## config.mk

```make
export PLATFORM = sky130hd
export DESIGN_NAME = codec_fault_interrupt_logic
export DESIGN_NICKNAME = d
export VERILOG_FILES = /design/src/design/codec_irq_pkg.sv /design/src/design/codec_fault_interrupt_logic.sv /design/src/design/irq_pin_driver.sv /design/src/design/sticky_flag_bank.sv
export SDC_FILE = /design/constraint.sdc
export NUM_CORES = 1
export LEC_CHECK = 0
export ABC_CLOCK_PERIOD_IN_PS = 2500
export BUFFER_PORTS_ARGS = -buffer_cell sky130_fd_sc_hd__buf_2
export CELL_PAD_IN_SITES_DETAIL_PLACEMENT = 0
export CELL_PAD_IN_SITES_GLOBAL_PLACEMENT = 1
export CORE_UTILIZATION = 31
export DETAILED_ROUTE_END_ITERATION = 8
export GPL_TIMING_DRIVEN = 0
export PLACE_DENSITY = 0.73
export SLEW_MARGIN = 20
export SYNTH_ARGS = -nofsm -noshare
export SYNTH_HDL_FRONTEND = slang
export SYNTH_SLANG_ARGS = --single-unit
export TNS_END_PERCENT = 5
```

## constraint.sdc

```tcl
create_clock -name core_clk_in -period 2.5 [get_ports core_clk_in]
set_clock_uncertainty 0.2 [all_clocks]
set_input_delay 0.375 -clock core_clk_in [delete_from_list [all_inputs] [get_ports core_clk_in]]
set_output_delay 0.375 -clock core_clk_in [all_outputs]
set_load 0.05 [all_outputs]
```

## src/design/codec_irq_pkg.sv

```systemverilog
package codec_irq_pkg;

  // ------------------------------------------------------------------
  // Register offsets on the control port
  // ------------------------------------------------------------------
  localparam logic [7:0] ADDR_IRQ_CONFIG       = 8'h1E;
  localparam logic [7:0] ADDR_IRQ_MASK_FAULTS  = 8'h1F;
  localparam logic [7:0] ADDR_IRQ_MASK_CLIP    = 8'h20;
  localparam logic [7:0] ADDR_IRQ_FLAGS_FAULTS = 8'h21;
  localparam logic [7:0] ADDR_IRQ_FLAGS_CLIP   = 8'h22;

  // ------------------------------------------------------------------
  // Field positions
  // ------------------------------------------------------------------
  localparam int CFG_AUTOMASK_BIT = 7;
  localparam int CFG_DRIVE_MSB    = 6;
  localparam int CFG_DRIVE_LSB    = 5;
  localparam int FLT_TEST_BIT     = 7;
  localparam int FLT_SERIAL_BIT   = 6;
  localparam int FLT_CLOCK_BIT    = 5;
  localparam int NUM_ADC          = 4;
  localparam int NUM_DAC          = 5;

  // ------------------------------------------------------------------
  // Reset values and writable bits (reserved bits read as zero)
  // ------------------------------------------------------------------
  localparam logic [7:0] IRQ_CONFIG_RST  = 8'h00;
  localparam logic [7:0] IRQ_MASK_RST    = 8'h00;
  localparam logic [7:0] CONFIG_WR_BITS  = 8'hE0;
  localparam logic [7:0] FAULT_BITS      = 8'hEF;
  localparam logic [7:0] CLIP_BITS       = 8'h1F;
  localparam logic [7:0] READ_ZERO       = 8'h00;

  // ------------------------------------------------------------------
  // Interrupt pin drive modes
  // ------------------------------------------------------------------
  typedef logic [1:0] drive_mode_t;
  localparam drive_mode_t DRIVE_ACT_HIGH  = 2'h0;
  localparam drive_mode_t DRIVE_ACT_LOW   = 2'h1;
  localparam drive_mode_t DRIVE_OPEN_LOW  = 2'h2;
  localparam drive_mode_t DRIVE_RESERVED  = 2'h3;

endpackage : codec_irq_pkg

```

## src/design/codec_fault_interrupt_logic.sv

```systemverilog
`timescale 1ns/100ps
module codec_fault_interrupt_logic
  import codec_irq_pkg::*;
#(
  parameter int RATIO_W = 4
) (
  input  wire logic               core_clk_in,
  input  wire logic               sys_rst_in,
  input  wire logic               clk_en_in,
  input  wire logic [7:0]         reg_addr_in,
  input  wire logic               reg_wr_in,
  input  wire logic               reg_rd_in,
  input  wire logic [7:0]         reg_wdata_in,
  output logic      [7:0]         reg_rdata_out,
  input  wire logic               test_entry_fault_in,
  input  wire logic [1:0]         serial_format_field_in,
  input  wire logic [1:0]         rate_mode_in,
  input  wire logic [RATIO_W-1:0] clock_ratio_in,
  input  wire logic               clock_error_in,
  input  wire logic [NUM_ADC-1:0] adc_power_down_in,
  input  wire logic [NUM_DAC-1:0] dac_power_down_in,
  input  wire logic [NUM_ADC-1:0] adc_overrange_in,
  input  wire logic [NUM_DAC-1:0] dac_clip_in,
  output logic                    irq_pin_out,
  output logic                    irq_pin_oe_out
);

  // ------------------------------------------------------------------
  // Declarations
  // ------------------------------------------------------------------
  logic [7:0]         irq_config_reg;
  logic [7:0]         irq_mask_faults_reg;
  logic [7:0]         irq_mask_clip_reg;
  logic [7:0]         fault_flags;
  logic [NUM_DAC-1:0] dac_clip_flag;
  logic [1:0]         format_prev_reg;
  logic [1:0]         rate_prev_reg;
  logic [RATIO_W-1:0] ratio_prev_reg;
  logic               primed_reg;
  logic               powered_down;
  logic               ratio_changed;
  logic               format_changed;
  logic               serial_port_fault;
  logic               clocking_fault;
  logic [7:0]         fault_set;
  logic [7:0]         fault_clr;
  logic [NUM_DAC-1:0] clip_clr;
  logic               wr_fire;
  logic               rd_fire;
  logic               rd_faults;
  logic               rd_clip;
  logic               auto_mask;
  logic               irq_active;
  drive_mode_t        irq_pin_drive_mode;

  // ------------------------------------------------------------------
  // Control port strobes
  // ------------------------------------------------------------------
  // Write has priority when both strobes are high
  assign wr_fire   = clk_en_in & reg_wr_in;
  assign rd_fire   = clk_en_in & reg_rd_in & ~reg_wr_in;
  assign rd_faults = rd_fire & (reg_addr_in == ADDR_IRQ_FLAGS_FAULTS);
  assign rd_clip   = rd_fire & (reg_addr_in == ADDR_IRQ_FLAGS_CLIP);

  // ------------------------------------------------------------------
  // Configuration fields
  // ------------------------------------------------------------------
  // Config field split
  assign auto_mask          = ~irq_config_reg[CFG_AUTOMASK_BIT];
  assign irq_pin_drive_mode = irq_config_reg[CFG_DRIVE_MSB:CFG_DRIVE_LSB];

  // Configuration register, reserved bits held at zero
  always_ff @(posedge core_clk_in or posedge sys_rst_in) begin
    if (sys_rst_in) begin
      irq_config_reg <= IRQ_CONFIG_RST;
    end else if (wr_fire && reg_addr_in == ADDR_IRQ_CONFIG) begin
      irq_config_reg <= reg_wdata_in & CONFIG_WR_BITS;
    end
  end

  // ------------------------------------------------------------------
  // Mask registers
  // ------------------------------------------------------------------
  // Fault mask layout, bit 4 reserved
  // Auto-mask of flags returned by a read
  // Masks change only by writes when auto-mask is off
  always_ff @(posedge core_clk_in or posedge sys_rst_in) begin
    if (sys_rst_in) begin
      irq_mask_faults_reg <= IRQ_MASK_RST;
    end else if (wr_fire && reg_addr_in == ADDR_IRQ_MASK_FAULTS) begin
      irq_mask_faults_reg <= reg_wdata_in & FAULT_BITS;
    end else if (rd_faults && auto_mask) begin
      irq_mask_faults_reg <= irq_mask_faults_reg | (fault_flags & FAULT_BITS);
    end
  end

  // Clip mask layout, bits 7:5 reserved
  // Auto-mask of clip flags returned by a read
  always_ff @(posedge core_clk_in or posedge sys_rst_in) begin
    if (sys_rst_in) begin
      irq_mask_clip_reg <= IRQ_MASK_RST;
    end else if (wr_fire && reg_addr_in == ADDR_IRQ_MASK_CLIP) begin
      irq_mask_clip_reg <= reg_wdata_in & CLIP_BITS;
    end else if (rd_clip && auto_mask) begin
      irq_mask_clip_reg <= irq_mask_clip_reg
                         | {{(8-NUM_DAC){1'b0}}, dac_clip_flag};
    end
  end

  // ------------------------------------------------------------------
  // Setting change detection
  // ------------------------------------------------------------------
  // Previous values; the first enabled cycle after reset only primes them
  always_ff @(posedge core_clk_in or posedge sys_rst_in) begin
    if (sys_rst_in) begin
      format_prev_reg <= 2'h0;
      rate_prev_reg   <= 2'h0;
      ratio_prev_reg  <= '0;
      primed_reg      <= 1'b0;
    end else if (clk_en_in) begin
      format_prev_reg <= serial_format_field_in;
      rate_prev_reg   <= rate_mode_in;
      ratio_prev_reg  <= clock_ratio_in;
      primed_reg      <= 1'b1;
    end
  end

  // Powered down only with every converter off
  assign powered_down = (&adc_power_down_in) & (&dac_power_down_in);

  assign format_changed = primed_reg
                        & ((serial_format_field_in != format_prev_reg)
                        | (rate_mode_in != rate_prev_reg));
  assign ratio_changed  = primed_reg & (clock_ratio_in != ratio_prev_reg);

  // Serial port fault on format or rate change while powered
  // Ratio change while powered raises both faults
  // Host is expected to power down first; nothing blocks the change
  assign serial_port_fault = ~powered_down & (format_changed | ratio_changed);
  assign clocking_fault    = clock_error_in | (~powered_down & ratio_changed);

  // ------------------------------------------------------------------
  // Sticky flags
  // ------------------------------------------------------------------
  // Test entry fault raised by its event
  // Flag layout with bit 4 reserved
  assign fault_set = {test_entry_fault_in, serial_port_fault,
                      clocking_fault, 1'b0, adc_overrange_in};

  // A read clears exactly the flags it returned
  assign fault_clr = rd_faults ? fault_flags : 8'h00;
  assign clip_clr  = rd_clip ? dac_clip_flag : '0;

  // Sticky until cleared by a read
  // Serial port flag holds until cleared
  sticky_flag_bank #(
    .WIDTH       (8)
  ) u_fault_flags (
    .core_clk_in (core_clk_in),
    .sys_rst_in  (sys_rst_in),
    .clk_en_in   (clk_en_in),
    .set_in      (fault_set),
    .clr_in      (fault_clr),
    .flags_out   (fault_flags)
  );

  sticky_flag_bank #(
    .WIDTH       (NUM_DAC)
  ) u_clip_flags (
    .core_clk_in (core_clk_in),
    .sys_rst_in  (sys_rst_in),
    .clk_en_in   (clk_en_in),
    .set_in      (dac_clip_in),
    .clr_in      (clip_clr),
    .flags_out   (dac_clip_flag)
  );

  // ------------------------------------------------------------------
  // Read data
  // ------------------------------------------------------------------
  // Registered read data, one cycle after the read strobe
  always_ff @(posedge core_clk_in or posedge sys_rst_in) begin
    if (sys_rst_in) begin
      reg_rdata_out <= READ_ZERO;
    end else if (rd_fire) begin
      case (reg_addr_in)
        ADDR_IRQ_CONFIG:       reg_rdata_out <= irq_config_reg;
        ADDR_IRQ_MASK_FAULTS:  reg_rdata_out <= irq_mask_faults_reg;
        ADDR_IRQ_MASK_CLIP:    reg_rdata_out <= irq_mask_clip_reg;
        ADDR_IRQ_FLAGS_FAULTS: reg_rdata_out <= fault_flags & FAULT_BITS;
        ADDR_IRQ_FLAGS_CLIP: begin
          reg_rdata_out <= {{(8-NUM_DAC){1'b0}}, dac_clip_flag};
        end
        default:               reg_rdata_out <= READ_ZERO;
      endcase
    end
  end

  // ------------------------------------------------------------------
  // Interrupt pin
  // ------------------------------------------------------------------
  // Mask bit 1 blocks, 0 passes
  // Any unmasked set flag asserts the pin, except in the reserved drive mode, which releases it
  assign irq_active =
      (|(fault_flags & ~irq_mask_faults_reg & FAULT_BITS))
    | (|(dac_clip_flag & ~irq_mask_clip_reg[NUM_DAC-1:0]));

  irq_pin_driver u_pin (
    .core_clk_in (core_clk_in),
    .sys_rst_in  (sys_rst_in),
    .clk_en_in   (clk_en_in),
    .active_in   (irq_active),
    .mode_in     (irq_pin_drive_mode),
    .pin_out     (irq_pin_out),
    .pin_oe_out  (irq_pin_oe_out)
  );
endmodule : codec_fault_interrupt_logic

```

## src/design/irq_pin_driver.sv

```systemverilog
`timescale 1ns/100ps
module irq_pin_driver
  import codec_irq_pkg::*;
(
  input  wire logic        core_clk_in,
  input  wire logic        sys_rst_in,
  input  wire logic        clk_en_in,
  input  wire logic        active_in,
  input  wire drive_mode_t mode_in,
  output logic             pin_out,
  output logic             pin_oe_out
);

  // ------------------------------------------------------------------
  // Registered pin levels per drive mode
  // ------------------------------------------------------------------
  always_ff @(posedge core_clk_in or posedge sys_rst_in) begin
    if (sys_rst_in) begin
      pin_out    <= 1'b0;
      pin_oe_out <= 1'b1;
    end else if (clk_en_in) begin
      case (mode_in)
        DRIVE_ACT_HIGH: begin
          pin_out    <= active_in;
          pin_oe_out <= 1'b1;
        end
        DRIVE_ACT_LOW: begin
          pin_out    <= ~active_in;
          pin_oe_out <= 1'b1;
        end
        DRIVE_OPEN_LOW: begin
          pin_out    <= 1'b0;
          pin_oe_out <= active_in;  // Pull low only when active
        end
        default: begin
          pin_out    <= 1'b0;       // Reserved code releases the pin
          pin_oe_out <= 1'b0;
        end
      endcase
    end
  end

endmodule : irq_pin_driver

```

## src/design/sticky_flag_bank.sv

```systemverilog
`timescale 1ns/100ps
module sticky_flag_bank
  import codec_irq_pkg::*;
#(
  parameter int WIDTH = 8
) (
  input  wire logic             core_clk_in,
  input  wire logic             sys_rst_in,
  input  wire logic             clk_en_in,
  input  wire logic [WIDTH-1:0] set_in,
  input  wire logic [WIDTH-1:0] clr_in,
  output logic      [WIDTH-1:0] flags_out
);

  // ------------------------------------------------------------------
  // One sticky bit per entry, set beats clear
  // ------------------------------------------------------------------
  genvar i;
  generate
    for (i = 0; i < WIDTH; i++) begin : g_flag
      always_ff @(posedge core_clk_in or posedge sys_rst_in) begin
        if (sys_rst_in) begin
          flags_out[i] <= 1'b0;
        end else if (clk_en_in) begin
          if (set_in[i]) begin
            flags_out[i] <= 1'b1;
          end else if (clr_in[i]) begin
            flags_out[i] <= 1'b0;
          end
        end
      end
    end
  endgenerate

endmodule : sticky_flag_bank

```

==> results of run 1 <==
## worst max-delay path, cell delays in order
cell,delay (ps)
buf_2,110
or4b_4,570
nor2_1,140
clkbuf_1,390
nand4_1,320
a22o_1,270
## placed cells by master, fill, tap and decap left out, types with 2 or more instances in the layout
| cell | synthesis | final |
|---|---|---|
| nor2_1 | 16 | 16 |
| or3b_2 | 2 | 2 |
| or4_1 | 2 | 2 |
| mux2_2 | 10 | 10 |
| nand3_1 | 3 | 3 |
| xor2_1 | 8 | 8 |
| o2111ai_1 | 3 | 3 |
| nor4_2 | 0 | 2 |
| a31oi_1 | 4 | 4 |
| inv_1 | 7 | 6 |
| clkbuf_8 | 0 | 5 |
| nand2_1 | 11 | 11 |
| dfrtp_1 | 45 | 45 |
| a21oi_1 | 27 | 27 |
| mux2i_1 | 8 | 8 |
| buf_1 | 3 | 3 |
| clkbuf_1 | 5 | 6 |
| a22o_1 | 10 | 10 |
| a22oi_1 | 4 | 4 |
| o2bb2ai_1 | 4 | 4 |
| or2_2 | 2 | 2 |
| nand4_1 | 2 | 2 |
| o21ai_0 | 8 | 8 |
| nor3_1 | 6 | 6 |
| nand3b_1 | 2 | 2 |
| nor4_1 | 5 | 3 |
| nand2b_1 | 9 | 9 |
| buf_2 | 3 | 60 |
## logic make-up (layout without fill, tap and decap cells)
| kind of cell | after synthesis | after routing | share of synthesized area, % |
|---|---|---|---|
| buffers and inverters | 19 | 86 | 3.62 |
| DFF | 46 | 46 | 50.5 |
| AOI/OAI and AO/OA | 67 | 67 | 19.3 |
| xor gates and xnor gates | 8 | 8 | 3.07 |
| muxes | 18 | 18 | 8.44 |
| and+or+nand+nor | 64 | 64 | 15.1 |
## per-layer routing
layer	part of all wire, %	GRT usage (%)	vias up	wire (um)
li1	-	-	949	-
met1	47	21.5	912	2710
met2	46	26.1	61	2620
met3	5.9	4.43	7	337
met4	1.2	4.17	0	71
met5	0	0	-	0
## how the worst min path moves through the flow
stage | startpoint | endpoint | slack [ps] | depth (start not counted)
after CTS | adc_overrange_in[2] | u_fault_flags.flags_out[2] | 90 | 2
after global routing | adc_overrange_in[2] | u_fault_flags.flags_out[2] | 80 | 2
after global placement | reg_rdata_out[0] | reg_rdata_out[0] | 260 | 2
final | reg_wdata_in[5] | irq_config_reg[5] | 90 | 3
after floorplan | primed_reg | primed_reg | 230 | 1
after detailed placement | sys_rst_in | reg_rdata_out[5] | 230 | 2
## stage by stage
stage | setup TNS [ps] | hold slack [ps] | area, sq um
4_1_cts | 0 | 85.5 | 2830
5_1_grt | 0 | 79.5 | 2840
2_1_floorplan | 0 | 230 | 2280
6_report | 0 | 88.9 | 2840
3_3_place_gp | -2570 | 258 | 2690
3_5_place_dp | -1180 | 227 | 2710
## report_power, final
part	total (uW)	internal, uW	leakage, uW	switching, uW
Sequential	795	774	0.000545	21.5
Combinational	180	86.6	0.000718	93.9
Clock	560	299	0.0000514	262
Total	1540	1160	0.00131	377
## area by class of cell
type / instances / share of cell area, %
Buffer: 12 / 1.98
Clock buffer: 6 / 2.56
Clock inverter: 2 / 1.32
Inverter: 7 / 0.925
Multi-Input combinational cell: 157 / 37.3
Sequential cell: 46 / 40.6
Tap cell: 96 / 4.23
Timing Repair Buffer: 59 / 11.1
## cell usage after synthesis
master / number / share of area [%]
nand2_1: 11 / 1.8
nor2_1: 16 / 2.6
buf_6: 1 / 0.49
mux2i_1: 8 / 3.5
o41ai_1: 1 / 0.38
nand3b_1: 2 / 0.66
clkbuf_1: 5 / 0.82
or3b_2: 2 / 0.77
a21o_1: 1 / 0.33
dfrtp_1: 45 / 49
o311ai_0: 1 / 0.38
dfstp_2: 1 / 1.2
xor2_1: 8 / 3.1
nand4_1: 2 / 0.55
o21ai_0: 8 / 1.8
a21oi_1: 27 / 5.9
nand2b_1: 9 / 2.5
inv_1: 7 / 1.2
o2bb2ai_1: 4 / 1.5
a22oi_1: 4 / 1.3
a22o_1: 10 / 3.8
mux2_2: 10 / 4.9
or4b_4: 1 / 0.60
o31a_1: 1 / 0.38
a31oi_1: 4 / 1.1
nor2b_1: 1 / 0.27
o2111ai_1: 3 / 1.2
o31ai_1: 1 / 0.33
or2_2: 2 / 0.55
buf_1: 3 / 0.49
buf_2: 3 / 0.66
nand3_1: 3 / 0.66
a32o_1: 1 / 0.44
or4_1: 2 / 0.66
a221o_1: 1 / 0.44
nor3_1: 6 / 1.3
nor4_1: 5 / 1.4
nor3b_1: 1 / 0.33
or4b_1: 1 / 0.44
## what timing repair did
item                                    CTS  global route
hold buffers                              1             0
gates resized for setup                   0             1
endpoints found under the setup margin    0             5
hold endpoints to repair                 21             0
==> flow_summary.json, run 1 <==
{
  "status": "complete, no violations",
  "drv_cap": 0,
  "r2r-end": "irq_mask_faults_reg[2]",
  "yosysSeqAreaShare_pct": 50.5,
  "dr.pass1.iters": 4,
  "fin_nets": 337,
  "slew_violations": 0,
  "gp_congestion": 0.801,
  "ir_worst_vdd_uv": 219,
  "syn_avg_cell_area_sq_um": 10.3,
  "syn_inst": 222,
  "initialDrtViolationCount": 72,
  "diodes": 0,
  "power_density_nw_per_um2": 541,
  "largest_register_ffs": 8,
  "r2r_setup_slack_ps": 450,
  "max_freq_ghz": 0.458,
  "cts.clk_slew.worst_paths_ps": 90,
  "grt_pass1_wl_um": 9320,
  "fin_util_pct": 40.9,
  "core_sq_um": 6940,
  "r2r-start": "irq_config_reg[7]",
  "crit_end": "u_clip_flags.flags_out[3]",
  "multi_input_area_sq_um": 1060,
  "syn_area_sq_um": 2280,
  "n_fill_cell": 709,
  "drt-total-wl_um": 5740,
  "relSlewSlack_pct": 50.3,
  "final-seq-area_sq_um": 1150,
  "drive_gt1_share_pct": 30.4,
  "critPathMaxFanout": 10,
  "cp-start-kind": "primary input",
  "end_kind": "flip-flop",
  "clkSinkCount": 46,
  "post_cts_buffers": 0,
  "synth_warnings": 0,
  "tightestPinTransition_ps": 739,
  "grt_overflow": 0,
  "cts_buffers": 5,
  "hp-class": "in2reg",
  "dpl_worst_slack_ps": -248,
  "grt_max_degree": 26,
  "ios": 59,
  "ys_ff_latch": 46,
  "finish.cell_count_without_fillers": 385,
  "antenna_found_initial": 0,
  "initial_utilization_pct": 32.9,
  "cp.arrival_ps": 2180,
  "syn-num-nets": 271,
  "cp-startpoint": "reg_addr_in[2]",
  "rsz0062_at_grt": "no",
  "fp-row-count": 30,
  "clkLatencyLatePin_ps": 310,
  "place_inst": 376,
  "fin_total_pwr_uw": 1540,
  "cts_tree": "done",
  "r2r_cells": 4,
  "clockRootBuffer": "clkbuf_8",
  "setup_viol": 0,
  "min_period_ps": 2180,
  "grt_use_total_pct": 16.2,
  "critPathRequiredTime_ps": 2500,
  "drcViolationCount": 0,
  "die_x_um": 87.8,
  "syn_to_final_growth_pct": 24.5,
  "ys_types": 39,
  "critPathKind": "in2reg",
  "grt_pass1_vias": 1941,
  "clockBufferDepth": 2,
  "finalCritPeriodShare_pct": 87.3,
  "finalHoldViolCount": 0,
  "cts_max_level": 2,
  "setup_ws_ps": 318,
  "die_area_sq_um": 7710,
  "die_h_um": 87.8,
  "port_buffers": 57,
  "routed_via_density": 5.01,
  "p_leak_uw": 0.00131,
  "wl_per_cell_um": 14.9,
  "dr_total_vias": 1929,
  "antenna_left": 0,
  "dp_hpwl_um": 4290
}
(Power assumes the default switching activity.)
==> inputs of run 2 (changes only) <==
--- a/config.mk
+++ b/config.mk
@@ -9,10 +9,10 @@
 export BUFFER_PORTS_ARGS = -buffer_cell sky130_fd_sc_hd__buf_2
 export CELL_PAD_IN_SITES_DETAIL_PLACEMENT = 0
 export CELL_PAD_IN_SITES_GLOBAL_PLACEMENT = 1
-export CORE_UTILIZATION = 31
+export CORE_UTILIZATION = 40
 export DETAILED_ROUTE_END_ITERATION = 8
 export GPL_TIMING_DRIVEN = 0
-export PLACE_DENSITY = 0.73
+export PLACE_DENSITY = 0.88
 export SLEW_MARGIN = 20
 export SYNTH_ARGS = -nofsm -noshare
 export SYNTH_HDL_FRONTEND = slang
==> flow_summary.json, run 2 (synthesis gave the netlist of run 1 again) <==
{
  "status": "complete, no violations",
  "die_area_sq_um": 6010,
  "routed_via_density": 5.33,
  "gp_congestion": 0.790,
  "antenna_left": 0,
  "relSlewSlack_pct": 51.8,
  "power_frac_clock_pct": 33.7,
  "final-seq-area_sq_um": 1150,
  "fp-row-count": 27,
  "r2r_setup_slack_ps": 480,
  "grt_pass1_wl_um": 8750,
  "critPathKind": "in2reg",
  "grt_pass1_vias": 1832,
  "switchingPower_uw": 383,
  "cp_num_buf_inv": 3,
  "cp_slowest_stage_delay_ps": 430,
  "p_leak_uw": 0.00131,
  "tightestPinTransition_ps": 717,
  "grt_overflow": 0,
  "tns_ps": 0,
  "p_comb_share_pct": 12.2,
  "internal_power_uw": 1090,
  "seq_power_share_pct": 54.1,
  "cpMaxStageDelayCell": "buf_1",
  "dpl_worst_slack_ps": -289,
  "setup_ws_ps": 281,
  "power_density_nw_per_um2": 526,
  "die_x_um": 77.5,
  "hp-class": "in2reg",
  "critPathMaxFanout": 10,
  "cts_max_level": 2,
  "rsz0062_at_grt": "no",
  "ir_worst_vdd_uv": 299,
  "path_cells": "buf_2 > buf_1 > nor2b_1 > clkbuf_1 > nand3_1 > a221o_1",
  "most-common-layout-cells": "60 x buf_2, 45 x dfrtp_1, 27 x a21oi_1",
  "cts_buffers": 5,
  "drv_cap": 0,
  "post_cts_buffers": 0,
  "grt_use_total_pct": 19.0,
  "clkSinkCount": 46,
  "slew_violations": 0,
  "dp_hpwl_um": 4080,
  "crit_family": "buffers and inverters",
  "diodes": 0,
  "clockBufferDepth": 2,
  "clkLatencyLatePin_ps": 310,
  "initial_utilization_pct": 41.4,
  "cp.arrival_ps": 2210,
  "dr.pass1.iters": 4,
  "cts_tree": "done",
  "fin_nets": 337,
  "clockRootBuffer": "clkbuf_8",
  "largest_register_ffs": 8,
  "port_buffers": 57,
  "cp-start-kind": "primary input",
  "critPathRequiredTime_ps": 2500,
  "n_fill_cell": 510,
  "max_freq_ghz": 0.451,
  "setup_viol": 0,
  "multi_input_area_sq_um": 1060,
  "wl_per_cell_um": 14.8,
  "final_common_cell": "buf_2",
  "p_sw_share_pct": 26.0,
  "end_kind": "flip-flop",
  "initialDrtViolationCount": 101,
  "finalHoldViolCount": 0,
  "finish.cell_count_without_fillers": 361,
  "min_period_ps": 2220,
  "place_inst": 352,
  "dr_total_vias": 1925,
  "ios": 59,
  "drcViolationCount": 0,
  "syn_to_final_growth_pct": 22.6,
  "drive_gt1_share_pct": 30.8,
  "finalCritPeriodShare_pct": 88.7,
  "antenna_found_initial": 0,
  "drt-total-wl_um": 5350,
  "cts.clk_slew.worst_paths_ps": 90,
  "core_sq_um": 5510,
  "grt_max_degree": 29,
  "die_h_um": 77.5
}
## run 2: worst reg2reg max path, cell delays in order, from the launching register on
cell,delay (ps)
dfrtp_1,410
or3b_2,460
nor4_2,550
a21oi_1,160
a21oi_1,180
## run 2: through the flow
step / power (uW) / utilization (%) / hold WS (ps) / cell area [sq um]
2_1_floorplan: 913 / - / 230 / 2280
3_3_place_gp: 980 / 48.3 / 252 / 2660
3_5_place_dp: 989 / 48.7 / 198 / 2680
4_1_cts: 1480 / 50.7 / 88.5 / 2790
5_1_grt: 1540 / 50.8 / 88.4 / 2800
6_report: 1470 / 50.8 / 85.8 / 2800
## run 2: power by group through the flow
stage               logic (uW)  clock network [uW]  registers, uW
floorplan                  103                   0            810
global placement           172                   0            808
detailed placement         179                   0            810
CTS                        181                 504            795
global route               201                 540            800
finish                     180                 496            795
## run 2: final cells by class
class	count	area share, %
clock buffers	6	2.95
well taps	72	3.22
inverters	7	0.939
clock inverters	2	0.581
plain buffers	12	2.01
multi-input cells	157	37.9
flip-flops and latches	46	41.2
repair buffers	59	11.3
## run 2: metal layers
| layer | up-vias | global-route usage [%] | wire (um) |
|---|---|---|---|
| met5 | - | 0 | 0 |
| met4 | 0 | 7.36 | 82 |
| met3 | 8 | 4.24 | 282 |
| met2 | 59 | 30.6 | 2530 |
| met1 | 913 | 24.7 | 2460 |
| li1 | 945 | - | - |
## run 2: repair_timing
item / CTS / global route
gates resized for setup: 0 / 0
endpoints found under the hold margin: 17 / 0
hold buffers: 1 / 0
## run 2: worst paths after layout
kind                                    from                          to  depth (start not counted)
max in group asynchronous         sys_rst_in            rate_prev_reg[1]                          4
hold reg to reg                   primed_reg                  primed_reg                          1
setup / recovery              reg_addr_in[0]  u_fault_flags.flags_out[5]                          6
hold / removal                dac_clip_in[4]   u_clip_flags.flags_out[4]                          2
min in group asynchronous         sys_rst_in           irq_config_reg[7]                          3
setup reg to reg           irq_config_reg[7]      irq_mask_faults_reg[2]                          4
==> inputs of run 3 (changes only) <==
--- a/config.mk
+++ b/config.mk
@@ -7,12 +7,12 @@
 export LEC_CHECK = 0
 export ABC_CLOCK_PERIOD_IN_PS = 2500
 export BUFFER_PORTS_ARGS = -buffer_cell sky130_fd_sc_hd__buf_2
-export CELL_PAD_IN_SITES_DETAIL_PLACEMENT = 0
+export CELL_PAD_IN_SITES_DETAIL_PLACEMENT = 1
 export CELL_PAD_IN_SITES_GLOBAL_PLACEMENT = 1
 export CORE_UTILIZATION = 40
 export DETAILED_ROUTE_END_ITERATION = 8
 export GPL_TIMING_DRIVEN = 0
-export PLACE_DENSITY = 0.88
+export PLACE_DENSITY = 0.83
 export SLEW_MARGIN = 20
 export SYNTH_ARGS = -nofsm -noshare
 export SYNTH_HDL_FRONTEND = slang
==> flow_summary.json, run 3 (synthesis gave the netlist of run 1 again) <==
{
  "largest_register_ffs": 8,
  "max_freq_ghz": 0.436,
  "most-common-layout-cells": "60 x buf_2, 45 x dfrtp_1, 27 x a21oi_1",
  "cpMaxStageDelayCell": "or4b_4",
  "placed_area_sq_um": 2680,
  "initialDrtViolationCount": 124,
  "final_area_sq_um": 2800,
  "initial_utilization_pct": 41.4,
  "drcViolationCount": 0,
  "grt_max_degree": 27,
  "p_sw_share_pct": 26.1,
  "end_kind": "flip-flop",
  "setup_viol": 0,
  "r2r_cells": 4,
  "ctsResizeCount": 0,
  "seq_power_share_pct": 54.0,
  "final_common_cell": "buf_2",
  "clockRootBuffer": "clkbuf_8",
  "fp-row-count": 27,
  "cp-start-kind": "primary input",
  "power_density_nw_per_um2": 528,
  "cts_max_level": 2,
  "hp-class": "in2reg",
  "drv_cap": 0,
  "grt_pass1_wl_um": 10000,
  "wl_per_cell_um": 17.0,
  "antenna_found_initial": 0,
  "p_leak_uw": 0.00131,
  "dr_total_vias": 2003,
  "whs_path_depth": 3,
  "clkLatencyLatePin_ps": 310,
  "ios": 59,
  "fin_nets": 337,
  "internal_power_uw": 1090,
  "grt_pass1_vias": 2074,
  "die_h_um": 77.5,
  "n_fill_cell": 649,
  "cts_buffers": 5,
  "path_cells": "buf_2 > or4b_4 > nor2_1 > clkbuf_1 > nand4_1 > a22o_1",
  "clkSinkCount": 46,
  "dr.pass1.iters": 4,
  "relSlewSlack_pct": 44.6,
  "core_sq_um": 5510,
  "die_area_sq_um": 6010,
  "port_buffers": 57,
  "antenna_left": 0,
  "drt-total-wl_um": 6130,
  "cp_num_buf_inv": 2,
  "cts_tree": "done",
  "drive_gt1_share_pct": 30.4,
  "p_comb_share_pct": 12.5,
  "cts.clk_slew.worst_paths_ps": 90,
  "finalCritPeriodShare_pct": 91.8,
  "tightestPinTransition_ps": 825,
  "crit_cells": 6,
  "clockBufferDepth": 2,
  "fin_total_pwr_uw": 1470,
  "post_cts_buffers": 0,
  "power_frac_clock_pct": 33.4,
  "grt_use_total_pct": 21.8,
  "cp.arrival_ps": 2300,
  "grt_overflow": 0,
  "cp_slowest_stage_delay_ps": 570,
  "critPathRequiredTime_ps": 2500,
  "syn_to_final_growth_pct": 22.5,
  "rsz0062_at_grt": "no",
  "postCtsHoldBufs": 1,
  "crit_family": "simple AND/OR/NAND/NOR gates",
  "diodes": 0,
  "die_x_um": 77.5,
  "slew_violations": 0,
  "critPathMaxFanout": 10,
  "ir_worst_vdd_uv": 287,
  "status": "complete, no violations",
  "dp_hpwl_um": 4700,
  "switchingPower_uw": 385,
  "min_period_ps": 2300,
  "gp_congestion": 0.770,
  "critPathKind": "in2reg",
  "routed_via_density": 5.55,
  "finalHoldViolCount": 0
}
-- run 3: cell types whose count changed in the layout (fill, tap and decap cells not counted), sizes merged --
cell / delta
clkbuf: +1
clkinvlp: -1
-- run 3: layer usage --
layer | up-vias | GRT usage (%) | wire, um
met5 | - | 0 | 0
met4 | 0 | 5.85 | 55
met3 | 8 | 4.94 | 296
met2 | 54 | 38.8 | 3140
met1 | 994 | 26.2 | 2640
li1 | 947 | - | -
-- run 3: final cells by class --
type,instances,area (sq um),area share [%]
Clock buffer,7,86.3,3.09
Clock inverter,1,8.76,0.313
Multi-Input combinational cell,157,1060,37.9
Tap cell,72,90.1,3.22
Inverter,7,26.3,0.940
Sequential cell,46,1150,41.2
Buffer,12,56.3,2.01
Timing Repair Buffer,59,315,11.3
-- run 3: stage by stage --
step / TNS, ps / util [%] / hold WS, ps / worst slack (ps) / cells
floorplan: 0 / - / 230 / 277 / 222
CTS: 0 / 50.6 / 92.1 / 12.2 / 361
global route: 0 / 50.8 / 92.2 / 137 / 361
finish: 0 / 50.8 / 93.2 / 204 / 361
global placement: -2520 / 48.3 / 257 / -233 / 351
detailed placement: -1610 / 48.7 / 225 / -315 / 352
-- run 3: power groups by stage --
stage / combinational (uW) / sequential (uW) / clock, uW
6_report: 185 / 797 / 493
4_1_cts: 187 / 796 / 506
3_5_place_dp: 185 / 811 / 0
3_3_place_gp: 171 / 808 / 0
5_1_grt: 205 / 801 / 524
2_1_floorplan: 103 / 810 / 0
-- run 3: path summary, 6_finish.rpt --
kind                                    from  slack (ps)                         to
setup / recovery              reg_addr_in[2]         200  u_clip_flags.flags_out[1]
hold / removal               reg_wdata_in[5]          90          irq_config_reg[5]
setup reg to reg           irq_config_reg[7]         400     irq_mask_faults_reg[6]
hold reg to reg                   primed_reg         280                 primed_reg
max in group asynchronous         sys_rst_in        1090           u_pin.pin_oe_out
min in group asynchronous         sys_rst_in         440           reg_rdata_out[7]
-- run 3: worst reg2reg max path, stage by stage, from the launching register on --
cell and delay, ps:
dfrtp_1 410, or3b_2 460, nor4_2 630, a21oi_1 160
a21oi_1 180
